**src/note_env_defines.svh**
```systemverilog
// constants for the note envelope generator: offsets, fields, reset values
`ifndef NOTE_ENV_DEFINES_SVH
`define NOTE_ENV_DEFINES_SVH

`define AXI_ADDR_W 12
`define CH_IDX_W 4
`define CH_SHIFT 6
`define CH_MAX 16

`define OFS_ATTACK 6'h00
`define OFS_DECAY 6'h04
`define OFS_SUSTAIN 6'h08
`define OFS_RELEASE 6'h0C
`define OFS_VOLUME 6'h10
`define OFS_GAP 6'h14
`define OFS_LOUD 6'h18
`define OFS_RATE 6'h1C
`define OFS_PHASE 6'h20

`define LOUD_CUR_LSB 0
`define LOUD_DES_LSB 16
`define RATE_DEC_LSB 0
`define RATE_SUS_LSB 16
`define PHASE_REM_LSB 0
`define PHASE_PH_LSB 16

`define RST_ATTACK 16'h2000
`define RST_DECAY 16'h0000
`define RST_SUSTAIN 16'h0000
`define RST_RELEASE 16'h0000
`define RST_VOLUME 16'h0000
`define RST_GAP 16'hFFFF
`define GAP_OFF 16'hFFFF

`define VOL_SHIFT_1CH 12
`define VOL_SHIFT_16CH 8

`define RESP_OKAY 2'b00
`define RESP_SLVERR 2'b10
`define RESP_DECERR 2'b11

`endif

```
**src/note_env_pkg.sv**
```systemverilog
// types shared by the note envelope generator
`default_nettype none
package note_env_pkg;

  typedef enum logic [1:0] {
    PH_QUIET = 2'b00,
    PH_NOTE = 2'b01,
    PH_RELEASE = 2'b11,
    PH_REST = 2'b10
  } phase_e;

  typedef struct packed {
    logic [15:0] attack;
    logic [15:0] decay;
    logic [15:0] sustain;
    logic [15:0] release_rate;
    logic [15:0] volume;
    logic [15:0] gap;
  } settings_s;

  typedef struct packed {
    logic [15:0] cur;
    logic [15:0] desired;
    logic [15:0] cur_sus;
    logic [15:0] cur_dec;
    logic [15:0] remaining;
    phase_e phase;
  } chan_s;

  typedef struct packed {
    logic aw_pend;
    logic [11:0] aw_addr;
    logic w_pend;
    logic [31:0] w_data;
    logic [3:0] w_strb;
    logic bvalid;
    logic [1:0] bresp;
    logic rvalid;
    logic [31:0] rdata;
    logic [1:0] rresp;
  } axi_s;

endpackage
`default_nettype wire

```
**src/env_channel.sv**
```systemverilog
// one channel of loudness stepping, note and release handling
`timescale 1ns/1ps
`default_nettype none
`include "note_env_defines.svh"
module env_channel
  import note_env_pkg::*;
#(
  parameter int VOL_SHIFT = `VOL_SHIFT_1CH
) (
  input wire logic aclk,
  input wire logic aresetn,
  input wire logic tick,
  input wire logic note_start,
  input wire logic rest_hit,
  input wire logic [15:0] note_len,
  input wire logic [15:0] set_attack,
  input wire logic [15:0] set_decay,
  input wire logic [15:0] set_sustain,
  input wire logic [15:0] set_release,
  input wire logic [15:0] set_volume,
  input wire logic [15:0] set_gap,
  output logic [15:0] cur_loud,
  output logic [15:0] desired_loud,
  output logic [15:0] cur_sustain,
  output logic [15:0] cur_decay,
  output logic [15:0] remaining,
  output phase_e phase,
  output logic [15-VOL_SHIFT:0] card_volume
);

  chan_s state_reg;
  chan_s state_next;
  logic [15:0] diff;
  logic gap_hit;

  always_comb begin
    state_next = state_reg;
    diff = 16'h0000;
    gap_hit = 1'b0;
    // stepping only on the time-period tick; a zero rate moves nothing
    if (tick) begin
      if (state_reg.cur < state_reg.desired) begin
        diff = state_reg.desired - state_reg.cur;
        // clamp at the target so it never overshoots
        state_next.cur = state_reg.cur + ((set_attack < diff) ? set_attack : diff);
      end else if (state_reg.cur > state_reg.desired) begin
        diff = state_reg.cur - state_reg.desired;
        state_next.cur = state_reg.cur - ((state_reg.cur_dec < diff) ? state_reg.cur_dec : diff);
      end
      if (state_reg.remaining != 16'h0000) begin
        state_next.remaining = state_reg.remaining - 16'h0001;
      end
    end
    // target reached: sustain becomes the next target, even above volume
    if (state_reg.cur == state_reg.desired) begin
      state_next.desired = state_reg.cur_sus;
    end
    // all-ones gap never fires
    gap_hit = (state_reg.phase == PH_NOTE) && (set_gap != `GAP_OFF) &&
              (state_reg.remaining == set_gap);
    if (note_start) begin
      // loudness itself is left alone so a loud tail decays into the note
      state_next.cur_dec = set_decay;
      state_next.desired = set_volume;
      state_next.cur_sus = set_sustain;
      state_next.remaining = note_len;
      state_next.phase = PH_NOTE;
    end else if (rest_hit) begin
      if (state_reg.phase != PH_REST) begin
        state_next.cur_dec = set_release;
        state_next.desired = 16'h0000;
        state_next.cur_sus = 16'h0000;
      end
      state_next.phase = PH_REST;
    end else if (gap_hit) begin
      state_next.cur_dec = set_release;
      state_next.desired = 16'h0000;
      state_next.cur_sus = 16'h0000;
      state_next.phase = PH_RELEASE;
    end
    if (!aresetn) begin
      state_next = '0;
    end
  end

  always_ff @(posedge aclk) begin
    state_reg <= state_next;
  end

  assign cur_loud = state_reg.cur;
  assign desired_loud = state_reg.desired;
  assign cur_sustain = state_reg.cur_sus;
  assign cur_decay = state_reg.cur_dec;
  assign remaining = state_reg.remaining;
  assign phase = state_reg.phase;
  assign card_volume = state_reg.cur[15:VOL_SHIFT];

endmodule
`default_nettype wire

```
**src/note_envelope_generator.sv**
```systemverilog
// note envelope generator top: settings over AXI4-Lite, per-channel engines
//
// Local design decisions: the AXI4-Lite register port and the placing of the registers.
`timescale 1ns/1ps
`default_nettype none
`include "note_env_defines.svh"
module note_envelope_generator
  import note_env_pkg::*;
#(
  parameter int NUM_CH = 1,
  parameter int VOL_SHIFT = `VOL_SHIFT_1CH
) (
  input wire logic aclk,
  input wire logic aresetn,
  input wire logic [11:0] awaddr,
  input wire logic awvalid,
  output logic awready,
  input wire logic [31:0] wdata,
  input wire logic [3:0] wstrb,
  input wire logic wvalid,
  output logic wready,
  output logic [1:0] bresp,
  output logic bvalid,
  input wire logic bready,
  input wire logic [11:0] araddr,
  input wire logic arvalid,
  output logic arready,
  output logic [31:0] rdata,
  output logic [1:0] rresp,
  output logic rvalid,
  input wire logic rready,
  input wire logic tick,
  input wire logic note_start,
  input wire logic note_rest,
  input wire logic [3:0] ev_ch,
  input wire logic [15:0] note_len,
  output logic [NUM_CH*(16-VOL_SHIFT)-1:0] card_volume,
  output logic [NUM_CH*16-1:0] loudness
);

  localparam int VOL_W = 16 - VOL_SHIFT;
  localparam logic [4:0] NUM_CH_L = 5'(NUM_CH);

  axi_s state_reg;
  axi_s state_next;
  logic wr_go;
  logic [1:0] wr_resp;
  logic [1:0] rd_resp;
  logic [3:0] wr_ch;
  logic [5:0] wr_off;
  logic [3:0] rd_ch;
  logic [5:0] rd_off;
  logic [NUM_CH-1:0] wr_hit;
  logic [31:0] chan_rd [NUM_CH];

  function automatic logic ch_ok(input logic [11:0] a);
    ch_ok = (a[11:10] == 2'b00) && ({1'b0, a[9:6]} < NUM_CH_L);
  endfunction

  function automatic logic [15:0] merge16(input logic [15:0] old, input logic [31:0] d,
                                          input logic [3:0] st);
    merge16 = {st[1] ? d[15:8] : old[15:8], st[0] ? d[7:0] : old[7:0]};
  endfunction

  assign wr_ch = state_reg.aw_addr[`CH_SHIFT +: `CH_IDX_W];
  assign wr_off = {state_reg.aw_addr[5:2], 2'b00};
  assign rd_ch = araddr[`CH_SHIFT +: `CH_IDX_W];
  assign rd_off = {araddr[5:2], 2'b00};
  assign wr_go = state_reg.aw_pend && state_reg.w_pend && !state_reg.bvalid;

  // status words refuse writes, so loudness has no direct path
  always_comb begin
    if (!ch_ok(state_reg.aw_addr)) begin
      wr_resp = `RESP_DECERR;
    end else if (wr_off <= `OFS_GAP) begin
      wr_resp = `RESP_OKAY;
    end else if (wr_off <= `OFS_PHASE) begin
      wr_resp = `RESP_SLVERR;
    end else begin
      wr_resp = `RESP_DECERR;
    end
  end

  always_comb begin
    if (ch_ok(araddr) && (rd_off <= `OFS_PHASE)) begin
      rd_resp = `RESP_OKAY;
    end else begin
      rd_resp = `RESP_DECERR;
    end
  end

  assign awready = !state_reg.aw_pend;
  assign wready = !state_reg.w_pend;
  assign arready = !state_reg.rvalid;

  always_comb begin
    state_next = state_reg;
    if (awvalid && !state_reg.aw_pend) begin
      state_next.aw_pend = 1'b1;
      state_next.aw_addr = awaddr;
    end
    if (wvalid && !state_reg.w_pend) begin
      state_next.w_pend = 1'b1;
      state_next.w_data = wdata;
      state_next.w_strb = wstrb;
    end
    if (state_reg.bvalid && bready) begin
      state_next.bvalid = 1'b0;
    end
    if (wr_go) begin
      state_next.aw_pend = 1'b0;
      state_next.w_pend = 1'b0;
      state_next.bvalid = 1'b1;
      state_next.bresp = wr_resp;
    end
    if (state_reg.rvalid && rready) begin
      state_next.rvalid = 1'b0;
    end
    if (arvalid && !state_reg.rvalid) begin
      state_next.rvalid = 1'b1;
      state_next.rresp = rd_resp;
      state_next.rdata = (rd_resp == `RESP_OKAY) ? chan_rd[rd_ch[3:0] % NUM_CH] : 32'h0000_0000;
    end
    if (!aresetn) begin
      state_next = '0;
    end
  end

  always_ff @(posedge aclk) begin
    state_reg <= state_next;
  end

  assign bvalid = state_reg.bvalid;
  assign bresp = state_reg.bresp;
  assign rvalid = state_reg.rvalid;
  assign rresp = state_reg.rresp;
  assign rdata = state_reg.rdata;

  genvar gi;
  generate
    for (gi = 0; gi < NUM_CH; gi++) begin : g_ch
      settings_s cfg_reg;
      settings_s cfg_next;
      logic [15:0] cur_l;
      logic [15:0] des_l;
      logic [15:0] sus_l;
      logic [15:0] dec_l;
      logic [15:0] rem_l;
      phase_e ph;

      assign wr_hit[gi] = wr_go && (wr_resp == `RESP_OKAY) && (wr_ch == 4'(gi));

      // latest settings; the sequencer rewrites them between notes
      always_comb begin
        cfg_next = cfg_reg;
        if (wr_hit[gi]) begin
          unique case (wr_off)
            `OFS_ATTACK: cfg_next.attack = merge16(cfg_reg.attack, state_reg.w_data,
                                                   state_reg.w_strb);
            `OFS_DECAY: cfg_next.decay = merge16(cfg_reg.decay, state_reg.w_data,
                                                 state_reg.w_strb);
            `OFS_SUSTAIN: cfg_next.sustain = merge16(cfg_reg.sustain, state_reg.w_data,
                                                     state_reg.w_strb);
            `OFS_RELEASE: cfg_next.release_rate = merge16(cfg_reg.release_rate,
                                                          state_reg.w_data, state_reg.w_strb);
            `OFS_VOLUME: cfg_next.volume = merge16(cfg_reg.volume, state_reg.w_data,
                                                   state_reg.w_strb);
            `OFS_GAP: cfg_next.gap = merge16(cfg_reg.gap, state_reg.w_data, state_reg.w_strb);
            default: cfg_next = cfg_reg;
          endcase
        end
        if (!aresetn) begin
          cfg_next = {`RST_ATTACK, `RST_DECAY, `RST_SUSTAIN, `RST_RELEASE, `RST_VOLUME,
                      `RST_GAP};
        end
      end

      always_ff @(posedge aclk) begin
        cfg_reg <= cfg_next;
      end

      env_channel #(
        .VOL_SHIFT(VOL_SHIFT)
      ) u_chan (
        .aclk(aclk),
        .aresetn(aresetn),
        .tick(tick),
        .note_start(note_start && (ev_ch == 4'(gi))),
        .rest_hit(note_rest && (ev_ch == 4'(gi))),
        .note_len(note_len),
        .set_attack(cfg_reg.attack),
        .set_decay(cfg_reg.decay),
        .set_sustain(cfg_reg.sustain),
        .set_release(cfg_reg.release_rate),
        .set_volume(cfg_reg.volume),
        .set_gap(cfg_reg.gap),
        .cur_loud(cur_l),
        .desired_loud(des_l),
        .cur_sustain(sus_l),
        .cur_decay(dec_l),
        .remaining(rem_l),
        .phase(ph),
        .card_volume(card_volume[gi*VOL_W +: VOL_W])
      );

      assign loudness[gi*16 +: 16] = cur_l;

      always_comb begin
        unique case (rd_off)
          `OFS_ATTACK: chan_rd[gi] = {16'h0000, cfg_reg.attack};
          `OFS_DECAY: chan_rd[gi] = {16'h0000, cfg_reg.decay};
          `OFS_SUSTAIN: chan_rd[gi] = {16'h0000, cfg_reg.sustain};
          `OFS_RELEASE: chan_rd[gi] = {16'h0000, cfg_reg.release_rate};
          `OFS_VOLUME: chan_rd[gi] = {16'h0000, cfg_reg.volume};
          `OFS_GAP: chan_rd[gi] = {16'h0000, cfg_reg.gap};
          `OFS_LOUD: chan_rd[gi] = {des_l, cur_l};
          `OFS_RATE: chan_rd[gi] = {sus_l, dec_l};
          `OFS_PHASE: chan_rd[gi] = {14'h0000, ph, rem_l};
          default: chan_rd[gi] = 32'h0000_0000;
        endcase
      end
    end
  endgenerate

endmodule
`default_nettype wire

```
**config.mk**
```make
export PLATFORM = sky130hd
export DESIGN_NAME = note_envelope_generator
export DESIGN_NICKNAME = d
export VERILOG_FILES = /design/src/note_env_pkg.sv /design/src/env_channel.sv /design/src/note_envelope_generator.sv
export VERILOG_INCLUDE_DIRS = /design/src
export SDC_FILE = /design/constraint.sdc
export NUM_CORES = 1
export LEC_CHECK = 0
export BUFFER_PORTS_ARGS = -buffer_cell sky130_fd_sc_hd__buf_2
export CAP_MARGIN = 20
export CORE_ASPECT_RATIO = 1.1
export CORE_MARGIN = 1
export CORE_UTILIZATION = 29
export DETAILED_ROUTE_END_ITERATION = 6
export SLEW_MARGIN = 10
export SYNTH_ARGS = -nofsm -noshare
export SYNTH_HDL_FRONTEND = slang
export SYNTH_HIERARCHICAL = 1
export SYNTH_SLANG_ARGS = --single-unit
```
**constraint.sdc**
```tcl
create_clock -name aclk -period 17.79 [get_ports aclk]
set_input_delay 1.779 -clock aclk [delete_from_list [all_inputs] [get_ports aclk]]
set_output_delay 1.779 -clock aclk [all_outputs]
set_load 0.005 [all_outputs]
```
==> reports/summary.md, run 1 <==
Excluding fillers, the count of instances in the completed layout stands at 2632. The logs give 0 for the remaining global-route overflow and 29.1% for the sequential share of power. The most used flip-flop cell after synthesis is sky130_fd_sc_hd__dfxtp_1. For the last weighted congestion value of the routability-driven placer, the log shows 0.945. Once detail routing completed, the nets flagged for antenna violations numbered 0.

Summing over every cut layer, the via total after detailed routing is 13862. In the layout the commonest cells are 255 x sky130_fd_sc_hd__nand2_1, 245 x sky130_fd_sc_hd__dfxtp_1, 129 x sky130_fd_sc_hd__mux2i_1. For the final clock skew, the log shows 0.0192 ns. Ranked by total cell area, the synthesized netlist is headed by sky130_fd_sc_hd__dfxtp_1 31%, sky130_fd_sc_hd__mux2i_1 8.3%, sky130_fd_sc_hd__ha_1 6.2%.

The register with the most flip-flops in the layout has 96 of them. Setup repair after global routing left no endpoint under its margin. The average footprint of a synthesized cell is 8.22 µm², and the buffers inserted during post-CTS setup optimization is 0.

The net count of the finished layout is 2105. The half-perimeter wire length after placement is 38900 µm. The logs give 0 for the number of hold-slack violations in the final timing report and 0.0646 mV for the peak supply drop.

The first routing iteration left 1128 violations. Counting every instance in the synthesized netlist gives 1904. Net switching is 40.3% of the power.

The die is 246 µm tall. The run gives 3 as the buffer levels on the longest clock path. The area growth from synthesis to layout is 11.8%. Port buffering added 128 buffers. The run gives 0 as the number of slew-limit violations in the final report.

The root buffer cell chosen for the clock tree is sky130_fd_sc_hd__clkbuf_16. The accumulated negative setup slack was 0 ns. Number of global-route vias before repair: 13294. The tools report the filler cell count as 5555. Entering global routing, the biggest net connects 130 pins. X dimension of the die: 223 µm. The required time at the worst-slack endpoint was 18.28 ns. Cells with a size suffix above 1 make up 12.6% of the layout. The run finished with clean final reports. Number of different library cells in the post-synthesis netlist: 81.

During I/O placement, the number of pins put on the boundary was 151. The critical path capture point type was a flop. Final routed wirelength across all metal layers: 52100 µm. The most numerous cell on the critical path is sky130_fd_sc_hd__o21ai_0. With fillers left out, the area of the finished cells amounts to 17500 µm².

Clock-pin slew was measured on the worst setup and hold paths at 0.06 ns. Dividing the detail-routed via count by the number of cells gives 5.27. The logs give 1.34 mW for the internal power and 25.7% for the clock network fraction of total power. For this run, design rule violations remaining after detail routing come to 0. Static timing analysis puts the maximum clock frequency at 126 MHz. The logs give 7.18 nW for the standby leakage power and 16500 µm² for the area of placed instances. Summing all flip-flop and latch instances after layout gives 4900 µm². The final critical path takes up 44.5% of the cycle.

TritonCTS built the clock tree. Per report_power, the combinational group accounts for 45.2% of the total. The effective utilization at floorplan came out at 29.6%. The routed design could run at a clock period as short as 7.92 ns.

The critical path is of the flop to flop type. Area inside the core boundary: 52900 µm². STA classifies the critical path startpoint as a flop. The logs give 0 for the count of final setup violators and 5 for the first-pass iteration count of the detailed router. For the critical path data arrival time, the log shows 8.41 ns.

The number of gates given a new drive strength after cts is 0, and the number of clock sinks is 245. The power per unit of standard cell area is 128 nW/µm², and the clock insertion delay at the later pin of the skew report is 0.57 ns. The class of the tightest hold or removal check was flop to flop. Area share of the largest cell type after synthesis: 31.4%. Maximum cell stage delay along the critical path: 0.61 ns. The worst-path maximum fanout is 38.

Leaving out fill and tap cells, the most frequent cell in the layout is sky130_fd_sc_hd__nand2_1. Number of CTS-inserted buffers: 28. The die covers 54900 µm².

The multi-input combinational cells in the finished layout cover a total of 9770 µm². After floorplanning, the core was divided into 88 placement rows. The worst pin sits at a relative slew slack of 26.5%. The number of maximum-capacitance violations is 0, and the slew at the pin closest to its max-slew limit is 1.07 ns. OpenSTA, run right after detailed placement, puts the worst setup slack at 9.99 ns. The cell area after synthesis is 15600 µm², and the global router's overall resource usage is 18.6%. The tools report the post-synth net total as 2075.

The analysis attributes to net switching a power of 0.902 mW. The async set or reset register ratio after synthesis is 0%, and the post-placement cell count is 2575. The most area-hungry cell type in the Yosys netlist is sky130_fd_sc_hd__dfxtp_1. The library cell contributing the largest single delay on the critical path was sky130_fd_sc_hd__dfxtp_1. The initial antenna violation count was 1; the final critical-path setup slack was 9.87 ns. Wire length of the first global-routing pass: 79600 µm. The tools report the total number of H-tree levels as 1.

The number of enable flip-flop cells after synthesis works out to 0. The count of warnings emitted by yosys was 6; the number of buffers added to fix hold violations after cts was 0. Power comes to 2.24 mW.

The wire length per cell after detailed routing was 19.8 µm; the total of flip-flops plus latches after synthesis was 245. The sequential share of the synthesized area was 31.4%.
==> critical path: cells and delay by family, from the launching register on <==
kind                     cells  cell delay (ns)
AO/OA/AOI/OAI               12             3.13
adder cells (fa/ha/maj)      4             1.44
AND/OR/NAND/NOR              6             0.99
multiplexers                 3             0.67
flip-flops                   1             0.61
XOR/XNOR                     2             0.54
buffers and inverters        2             0.44
==> path summary, 6_finish.rpt <==
kind              depth (start not counted)                          end                       start  slack [ns]
hold reg to reg                           2                    rdata[16]                   rdata[16]        0.46
setup / recovery                         29  g_ch[0].u_chan/cur_loud[15]  g_ch[0].u_chan/cur_loud[1]        9.87
hold / removal                            2                    rdata[16]                   rdata[16]        0.46
setup reg to reg                         29  g_ch[0].u_chan/cur_loud[15]  g_ch[0].u_chan/cur_loud[1]        9.87
==> power by group through the flow <==
| stage | logic (mW) | clock network, mW | registers [mW] |
|---|---|---|---|
| 2_1_floorplan | 0.782 | 0 | 0.625 |
| 3_3_place_gp | 0.978 | 0 | 0.662 |
| 3_5_place_dp | 1.00 | 0 | 0.663 |
| 4_1_cts | 1.01 | 0.589 | 0.651 |
| 5_1_grt | 1.13 | 0.612 | 0.656 |
| 6_report | 1.01 | 0.576 | 0.652 |
==> cell type report <==
type	count	share of cell area, %
antenna	1	0.0143
clock buffer	45	4.72
clock inverter	7	0.422
inverter	61	1.31
multi-input combinational	1448	55.9
sequential	245	28.1
tap	675	4.83
timing repair buffer	150	4.76
==> cell usage after synthesis (13+ instances only) <==
| cell | instances |
|---|---|
| sky130_fd_sc_hd__nand3_1 | 37 |
| sky130_fd_sc_hd__a22oi_1 | 45 |
| sky130_fd_sc_hd__a211oi_1 | 19 |
| sky130_fd_sc_hd__o22ai_1 | 19 |
| sky130_fd_sc_hd__and2_1 | 64 |
| sky130_fd_sc_hd__xor2_1 | 26 |
| sky130_fd_sc_hd__xnor2_1 | 53 |
| sky130_fd_sc_hd__ha_1 | 78 |
| sky130_fd_sc_hd__buf_4 | 40 |
| sky130_fd_sc_hd__nand4_1 | 13 |
| sky130_fd_sc_hd__a21boi_0 | 53 |
| sky130_fd_sc_hd__dfxtp_1 | 245 |
| sky130_fd_sc_hd__o21a_1 | 14 |
| sky130_fd_sc_hd__a21oi_1 | 83 |
| sky130_fd_sc_hd__buf_2 | 22 |
| sky130_fd_sc_hd__nor2b_1 | 107 |
| sky130_fd_sc_hd__inv_1 | 61 |
| sky130_fd_sc_hd__nand2_1 | 255 |
| sky130_fd_sc_hd__nor2_1 | 64 |
| sky130_fd_sc_hd__nor3_1 | 52 |
| sky130_fd_sc_hd__nor3b_1 | 23 |
| sky130_fd_sc_hd__a21o_1 | 18 |
| sky130_fd_sc_hd__o21ai_0 | 122 |
| sky130_fd_sc_hd__mux2i_1 | 129 |
| sky130_fd_sc_hd__clkbuf_1 | 78 |
==> cell families (layout without fill, tap and decap cells) <==
group | count (synthesis) | in the layout | synth area share, %
xor gates and xnor gates | 80 | 80 | 4.53
AOI/OAI and AO/OA | 465 | 465 | 19.5
DFF | 245 | 245 | 31.4
muxes | 136 | 136 | 8.76
and+or+nand+nor | 686 | 686 | 22.8
other | 0 | 1 | 0
adders and majority gates | 81 | 81 | 6.62
buffers and inverters | 211 | 263 | 6.46
==> stage by stage <==
stage | hold WS, ns | util (%)
after global routing | 0.481 | 33.1
after CTS | 0.459 | 33.0
after detailed placement | 0.446 | 31.3
after global placement | 0.445 | 31.3
after floorplan | 0.426 | -
final | 0.457 | 33.1
==> layer usage <==
metal,GRT usage (%),up-vias,part of all wire (%)
met5,0,-,0.021
met4,8.66,2,4.8
met3,2.38,101,6.4
met2,31.0,498,46
met1,23.9,6560,42
li1,-,6701,-
(Power assumes the default switching activity.)
==> run 2, diff against run 1 <==
--- a/config.mk
+++ b/config.mk
@@ -6,6 +6,7 @@
 export SDC_FILE = /design/constraint.sdc
 export NUM_CORES = 1
 export LEC_CHECK = 0
+export ABC_AREA = 1
 export BUFFER_PORTS_ARGS = -buffer_cell sky130_fd_sc_hd__buf_2
 export CAP_MARGIN = 20
 export CORE_ASPECT_RATIO = 1.1
==> constraint.sdc (replaced) <==
create_clock -name aclk -period 7.55 [get_ports aclk]
set_input_delay 0.755 -clock aclk [delete_from_list [all_inputs] [get_ports aclk]]
set_output_delay 0.755 -clock aclk [all_outputs]
set_load 0.005 [all_outputs]
==> run 2 against run 1 <==
Effect of this change: via count grew 10%; design area increased by 3.0%; critical path depth increased by 7; routed wire length up 3.0%; flip-flop and latch count unchanged; critical endpoint unchanged; highest routed layer is now met4.
==> reports/summary.md, run 2 <==
The flow ran to the end, and the final reports show no timing, DRC or antenna violations. The run gives 0 as the number of slew-limit violations in the final report. At the worst endpoint, the arrival time is 6.92 ns. For the global router's overall resource usage, the log shows 18.8%. Cell internal power was estimated by the tool at 3.44 mW. The post-CTS clock slew at the launch and capture registers of the worst setup and hold paths is 0.06 ns, and the combinational group share of total power is 50.6%.

Net switching is 44.8% of the power. The logs give 81900 µm for the wire length of the first global-routing pass and 15278 for the detailed-route via count. The post-synth net total is 2580. Remaining global-route overflow: 0. The die outline height came out at 249 µm.

The synthesized instance count came out at 2409. The worst path in the final design needs a cycle of 6.43 ns, including I/O delays and setup. The most numerous cell in the Yosys netlist was sky130_fd_sc_hd__nand2_1.

For the standby leakage power, the log shows 8.14 nW. The worst setup path is launched from a flop. The number of maximum-capacitance violations was 0. Entering global routing, the biggest net connects 73 pins.

The area growth from synthesis to layout is 12.1%. In this design, the stage delay of the slowest critical-path cell is 0.61 ns. The run gives 0 as the residual DRC count. The proportion of layout cells with a drive suffix above 1 came out at 13.9%.

For the peak supply drop, the log shows 0.183 mV. Filler cell count: 6164. The tools report the count of warnings emitted by yosys as 6. The number of hold buffers added after CTS was 0. The path with the worst hold slack has its endpoint at state_reg[86]. Setup slack on the worst reg-to-reg path comes out at 1.12 ns. Of the total power, registers draw 24.9%.

At the pin with the least slew margin, the transition time is 1.09 ns. The number of hold-slack violations in the final timing report is 0, and the initial antenna violation count is 1. Post-CTS repair changed the size of 0 cells. For this design the total switching power over the nets is 2.79 mW.

The wire-length estimate of the detail-placed layout is 40800 µm. The number of nets with antenna violations after detailed routing is 0. Adding up every negative setup slack in the final design gives 0 ns. The most common library cell in the layout ignoring fill and taps was sky130_fd_sc_hd__nand2_1. The clock net in this run drives a total of 245 sinks. The class of the tightest hold or removal check is input port to flop.

Clock tree synthesis selected as its root buffer the cell sky130_fd_sc_hd__clkbuf_16. The worst register-to-register path begins at g_ch[0].u_chan/cur_loud[1]. The effective utilization at floorplan is 29.3%, and the number of enable flip-flop cells after synthesis is 0. The total area inside the core boundary comes to 54700 µm². Row generation in the floorplan step produced 90 rows. Of all nets on the critical path, the largest fanout is 17.

The first-pass iteration count of the detailed router is 5, and the average footprint of a synthesized cell is 6.67 µm². For the floorplan die area, the log shows 56300 µm². The clock network is responsible for 24.5% of the overall power. Measured against its own limit, the worst slew margin works out to 26.5%. After synthesis, the netlist uses 56 different library cells. Number of global-route vias before repair: 13995. After detailed routing, the average wire length per cell comes to 16.8 µm. The tools report the final clock skew as 0.0271 ns.

Sorting the synthesized cells by how often they occur yields 618 x sky130_fd_sc_hd__nand2_1, 283 x sky130_fd_sc_hd__nand3_1, 272 x sky130_fd_sc_hd__nor2_1, 245 x sky130_fd_sc_hd__dfxtp_1, 176 x sky130_fd_sc_hd__a21oi_1. After detailed routing, the total wire length is 53700 µm. The startpoint identified for the worst hold timing path is awaddr[11]. Counting cells, the worst reg-to-reg path comes to 36. Critical path capture point type: a flop. For this block, the initial DRC count from the detailed router was 1206. The number of cells on the worst hold path is 3.

The sequential share of the synthesized area came out at 30.5%. The number of CTS-inserted buffers is 29. At the worst endpoint, the required time is 8.04 ns.

TritonCTS built the clock tree. After synthesis the netlist holds a flip-flop and latch count of 245. The net count of the finished layout was 2608. Clock latency on the worst-skew pair, taken at its later pin, is 0.59 ns.

Setup violations remaining at the end of the flow were counted as 0. Final design utilization: 32.9%. Achievable clock frequency: 155 MHz. The synthesized design spends more area on one cell type than any other, namely sky130_fd_sc_hd__dfxtp_1. Sorting the synthesized cells by area gives the leading types as sky130_fd_sc_hd__dfxtp_1 31%, sky130_fd_sc_hd__nand2_1 14%, sky130_fd_sc_hd__nand3_1 8.8%.

Among all stages on the critical path, the largest delay is contributed by sky130_fd_sc_hd__dfxtp_1. Power per unit of standard cell area: 346 nW/µm². Buffers inserted during post-CTS setup optimization: 0. The cell area after synthesis is 16100 µm². Async set or reset register ratio after synthesis: 0%. The top cell types in the final layout, fill and taps aside, are 618 x sky130_fd_sc_hd__nand2_1, 283 x sky130_fd_sc_hd__nand3_1, 267 x sky130_fd_sc_hd__nor2_1. The die is 226 µm wide.

Setup repair after global routing left no endpoint under its margin. For the last weighted congestion value of the routability-driven placer, the log shows 0.906. 151 I/O pins were placed. The share of synthesized area in the top cell type comes to 30.5%. The register with the most flip-flops in the layout has 96 of them.

The most numerous cell on the critical path was sky130_fd_sc_hd__nand2_1. The number of buffer cells added on primary ports was 128. The most used flip-flop cell after synthesis is sky130_fd_sc_hd__dfxtp_1. Using the TritonRoute via totals, the vias-per-cell ratio works out to 4.78. The endpoint identified for the worst register-to-register timing path is g_ch[0].u_chan/cur_loud[15]. The worst setup path is of the flop to flop kind. The total number of H-tree levels was 1; the buffer levels on the longest clock path was 3.

Of the available clock period, the critical path in the final layout requires 85.2%.
## run 2: cell types whose count changed in the layout (fill, tap and decap cells not counted), sizes merged, moves of 55 or more
cell,before,now
nand2,263,660
nand3,37,290
nor2,64,311
inv,62,208
mux2i,129,0
nor2b,108,0
a21oi,83,178
and2,64,0
a21boi,55,0
## run 2: logic make-up (layout without fill, tap and decap cells)
group | count (synthesis) | after routing | synth area share [%]
AND/OR/NAND/NOR | 1310 | 1310 | 37.6
buffers and inverters | 362 | 409 | 10.2
AO/OA/AOI/OAI | 357 | 357 | 12.3
flip-flops | 245 | 245 | 30.5
adder cells (fa/ha/maj) | 81 | 81 | 6.45
XOR/XNOR | 54 | 54 | 2.94
other | 0 | 1 | 0
## run 2: how the worst max path moves through the flow
stage                                       end  slack [ns]                        from  cells after the start
floorplan           g_ch[0].u_chan/cur_loud[14]        2.43  g_ch[0].u_chan/cur_loud[1]                     37
global placement    g_ch[0].u_chan/cur_loud[15]        1.19  g_ch[0].u_chan/cur_loud[1]                     36
detailed placement  g_ch[0].u_chan/cur_loud[15]        1.12  g_ch[0].u_chan/cur_loud[1]                     36
CTS                 g_ch[0].u_chan/cur_loud[15]        1.10  g_ch[0].u_chan/cur_loud[1]                     36
global route        g_ch[0].u_chan/cur_loud[15]        0.48  g_ch[0].u_chan/cur_loud[1]                     36
finish              g_ch[0].u_chan/cur_loud[15]        1.12  g_ch[0].u_chan/cur_loud[1]                     36
## run 2: routing by layer
metal  GRT usage (%)  routed length [µm]  up-vias
li1                -                   -     7864
met1            24.6               23600     6935
met2            30.0               24300      391
met3            2.37                2970       88
met4            9.63                2840        0
met5               0                   0        -
## run 2: power groups by stage
stage	Sequential (mW)	Clock [mW]	Combinational, mW
after floorplan	1.51	0	2.44
after global placement	1.58	0	3.10
after detailed placement	1.58	0	3.11
after CTS	1.55	1.56	3.13
after global routing	1.57	1.60	3.53
final	1.55	1.53	3.15
## run 2: final cells by class
cell class	instances	area (µm²)	share of cell area, %
Antenna cell	1	2.50	0.0139
Clock buffer	34	764	4.25
Clock inverter	16	251	1.40
Inverter	209	785	4.36
Multi-Input combinational cell	1802	9570	53.1
Sequential cell	245	4900	27.2
Tap cell	736	921	5.12
Timing Repair Buffer	150	808	4.49
## run 2: metrics by stage
stage               power [mW]  setup WS, ns  area (µm²)  std cells  hold slack [ns]
floorplan                 3.95          2.43       16100       2409            0.423
global placement          4.68          1.19       17000       3142            0.430
detailed placement        4.69          1.12       17000       3142            0.440
CTS                       6.25          1.10       18000       3192            0.366
global route              6.70         0.475       18000       3193            0.384
finish                    6.23          1.12       18000       3193            0.387
## run 2: worst max-delay path, delay by kind of cell (launching register included)
| kind | cells | cell delay [ns] |
|---|---|---|
| buffers and inverters | 2 | 0.28 |
| flip-flops | 1 | 0.61 |
| adder cells (fa/ha/maj) | 4 | 1.30 |
| AO/OA/AOI/OAI | 12 | 1.97 |
| AND/OR/NAND/NOR | 17 | 1.93 |
| XOR/XNOR | 1 | 0.25 |
==> run 3, diff against run 2 <==
--- a/config.mk
+++ b/config.mk
@@ -10,7 +10,6 @@
 export BUFFER_PORTS_ARGS = -buffer_cell sky130_fd_sc_hd__buf_2
 export CAP_MARGIN = 20
 export CORE_ASPECT_RATIO = 1.1
-export CORE_MARGIN = 1
 export CORE_UTILIZATION = 29
 export DETAILED_ROUTE_END_ITERATION = 6
 export SLEW_MARGIN = 10
==> constraint.sdc (replaced) <==
create_clock -name aclk -period 7.55 [get_ports aclk]
set_input_delay 0.3775 -clock aclk [delete_from_list [all_inputs] [get_ports aclk]]
set_output_delay 0.3775 -clock aclk [all_outputs]
set_load 0.005 [all_outputs]
==> run 3 against run 2 <==
Effect of this change: die area is the same; sequential power is essentially flat; non-clock buffer count grew 1; routed wire length shrank 0.44%; via count grew 1.1%; core utilization grew 0.13 points; clock power is essentially flat; largest cell class unchanged.
==> reports/summary.md, run 3 (synthesis gave the netlist of run 2 again) <==
The run finished with clean final reports. The clock drives 245 sinks. For the number of global-route vias before repair, the log shows 14191. The number of slew-limit violations in the final report is 0, and the remaining max-slew budget at the tightest pin is 29.0%. The number of maximum-capacitance violations is 0. Gates resized during post-CTS repair numbered 0.

The worst setup path is captured at a flop. Entering global routing, the biggest net connects 76 pins. Cells with a size suffix above 1 make up 14.1% of the layout. For this design the ratio of total power to cell area is 345 nW/µm². At the worst endpoint, the arrival time is 6.83 ns. The count of final setup violators came out at 0.

The largest individual stage delay along the critical path comes from the cell sky130_fd_sc_hd__dfxtp_1. The area growth from synthesis to final layout is 12.5%, and the post-CTS clock slew at the launch and capture registers of the worst setup and hold paths is 0.06 ns. Leaving out fill and tap cells, the most frequent cell in the layout is sky130_fd_sc_hd__nand2_1.

At the end of routability-driven placement, the weighted congestion stood at 0.913. Counting both buffers and inverters, the worst setup path holds a total of 2. The accumulated negative setup slack was 0 ns. Setup repair after global routing left no endpoint under its margin. Leaving out fill and tap cells, the most frequent cells in the layout are 618 x sky130_fd_sc_hd__nand2_1, 283 x sky130_fd_sc_hd__nand3_1, 267 x sky130_fd_sc_hd__nor2_1. Summed over all layers, the global routing overflow is 0. The longest clock path from root to sink contains 3 buffers. At the pin with the least slew margin, the transition time is 1.06 ns. Summed over all nets, the half-perimeter wirelength after detailed placement is 40800 µm. In the finished design, the share of the clock period the worst path needs comes to 83.2%. The count of routing violations after the opening detailed-route iteration is 1288. Once the floorplan was initialized, standard cells occupied 29.3% of the core. The logs give 0.0261 ns for the final clock skew and 0.60 ns for the clock insertion delay at the later pin of the skew report.

First-pass iteration count of the detailed router: 5. In this run, CTS created clock tree buffers numbering 31. For the total number of H-tree levels, the log shows 1. The worst setup path is of the flop to flop kind. For this run, design rule violations remaining after detail routing come to 0. The logs give 159 MHz for the achievable clock frequency and 3202 for the number of non-filler instances in the completed layout. Detailed-route vias per instance: 4.83.

The worst setup path is launched from a flop. Cell at the root of the clock tree: sky130_fd_sc_hd__clkbuf_16. Class of the tightest hold or removal check: input port to flop. TritonCTS built the clock tree. The minimum period implied by the final worst setup slack is 6.28 ns, and the initial antenna violation count is 1. The detail route stage leaves a number of antenna-violating nets equal to 0.

Post-placement cell count: 3140. The area inside the core boundary was 54700 µm². Summing over every cut layer, the via total after detailed routing is 15453. The die outline height is 249 µm.

The number of hold-slack violations in the final timing report is 0, and the top-level I/O count is 151. X dimension of the die: 226 µm. Across the VDD grid, the largest voltage drop is 0.197 mV. The floorplan has 90 rows.

The final routed wirelength across all metal layers was 53400 µm; the wire length per cell after detailed routing was 16.7 µm. The number of flip-flops under the largest register name came out at 96. For the worst setup path, the data required time is 8.10 ns. The run gives 2611 as the net count of the finished layout.

The tools report the global router's overall resource usage as 18.8%. The area of placed instances came out at 17000 µm². Among the stages of the critical path, the cell type that occurs most often is sky130_fd_sc_hd__nand2_1.

The maximum cell stage delay along the critical path was 0.51 ns. The floorplan die area was 56300 µm²; the final standard cell area without fillers was 18100 µm². Input and output buffers added on the ports amount to 128.

In this run the static leakage power is 8.16 nW. The first global-routing pass estimated 82600 µm of wire. Dominant delay contributor by cell family on the critical path: simple AND/OR/NAND/NOR gates.

Along the worst path, the maximum fanout reaches 17.
run 3: cell count changes in the layout (fill, tap and decap cells not counted), moves of 2 or more:
cell,before,now
sky130_fd_sc_hd__clkinvlp_4,1,4
sky130_fd_sc_hd__inv_6,0,4
sky130_fd_sc_hd__clkinv_2,7,9
sky130_fd_sc_hd__buf_4,23,21
sky130_fd_sc_hd__clkbuf_16,29,31
sky130_fd_sc_hd__dlygate4sd3_1,0,3
sky130_fd_sc_hd__bufinv_16,6,4
run 3: worst paths after layout:
kind	from	end	slack, ns	cells after the start
max	g_ch[0].u_chan/cur_loud[2]	g_ch[0].u_chan/cur_loud[15]	1.27	37
min	bready	bvalid	0.03	4
max reg2reg	g_ch[0].u_chan/cur_loud[2]	g_ch[0].u_chan/cur_loud[15]	1.27	37
min reg2reg	state_reg[83]	state_reg[83]	0.44	2
run 3: worst register-to-register path, delay by kind of cell, from the launching register on:
kind                     cells  cell delay [ns]
AO/OA/AOI/OAI               11             1.81
XOR/XNOR                     1             0.26
adder cells (fa/ha/maj)      4             1.34
buffers and inverters        2             0.23
flip-flops                   1             0.51
AND/OR/NAND/NOR             19             2.11
run 3: where the power goes:
part / switching, mW / internal [mW]
clock network: 0.639 / 0.909
registers: 0.173 / 1.39
logic: 2.01 / 1.12
total: 2.82 / 3.42
run 3: per-layer routing:
metal  vias up  track usage, %  part of all wire [%]
met1      7083            25.0                    44
met3        80            1.98                   5.2
li1       7900               -                     -
met4         0            7.39                   4.1
met2       390            31.0                    47
met5         -               0                     0
run 3: area by class of cell:
cell class              instances  area [µm²]
well taps                     736         921
fillers                      6117       36700
repair buffers                151         823
flip-flops and latches        245        4900
inverters                     209         785
clock buffers                  34         797
diodes                          1        2.50
multi-input cells            1802        9570
clock inverters                24         268
run 3: repair_timing:
| action | CTS | global route |
|---|---|---|
| hold endpoints to repair | 3 | 0 |
| hold buffers | 3 | 0 |
| buffers inserted | 0 | 0 |
run 3: metrics by stage:
step / power (mW) / hold slack (ns) / setup WS (ns) / util (%)
2_1_floorplan: 3.95 / 0.423 / 2.43 / -
3_3_place_gp: 4.68 / 0.430 / 1.23 / 31.0
3_5_place_dp: 4.69 / 0.437 / 1.21 / 31.0
4_1_cts: 6.26 / 0.00108 / 1.21 / 33.0
5_1_grt: 6.75 / 0.0272 / 0.630 / 33.0
6_report: 6.24 / 0.0267 / 1.27 / 33.0
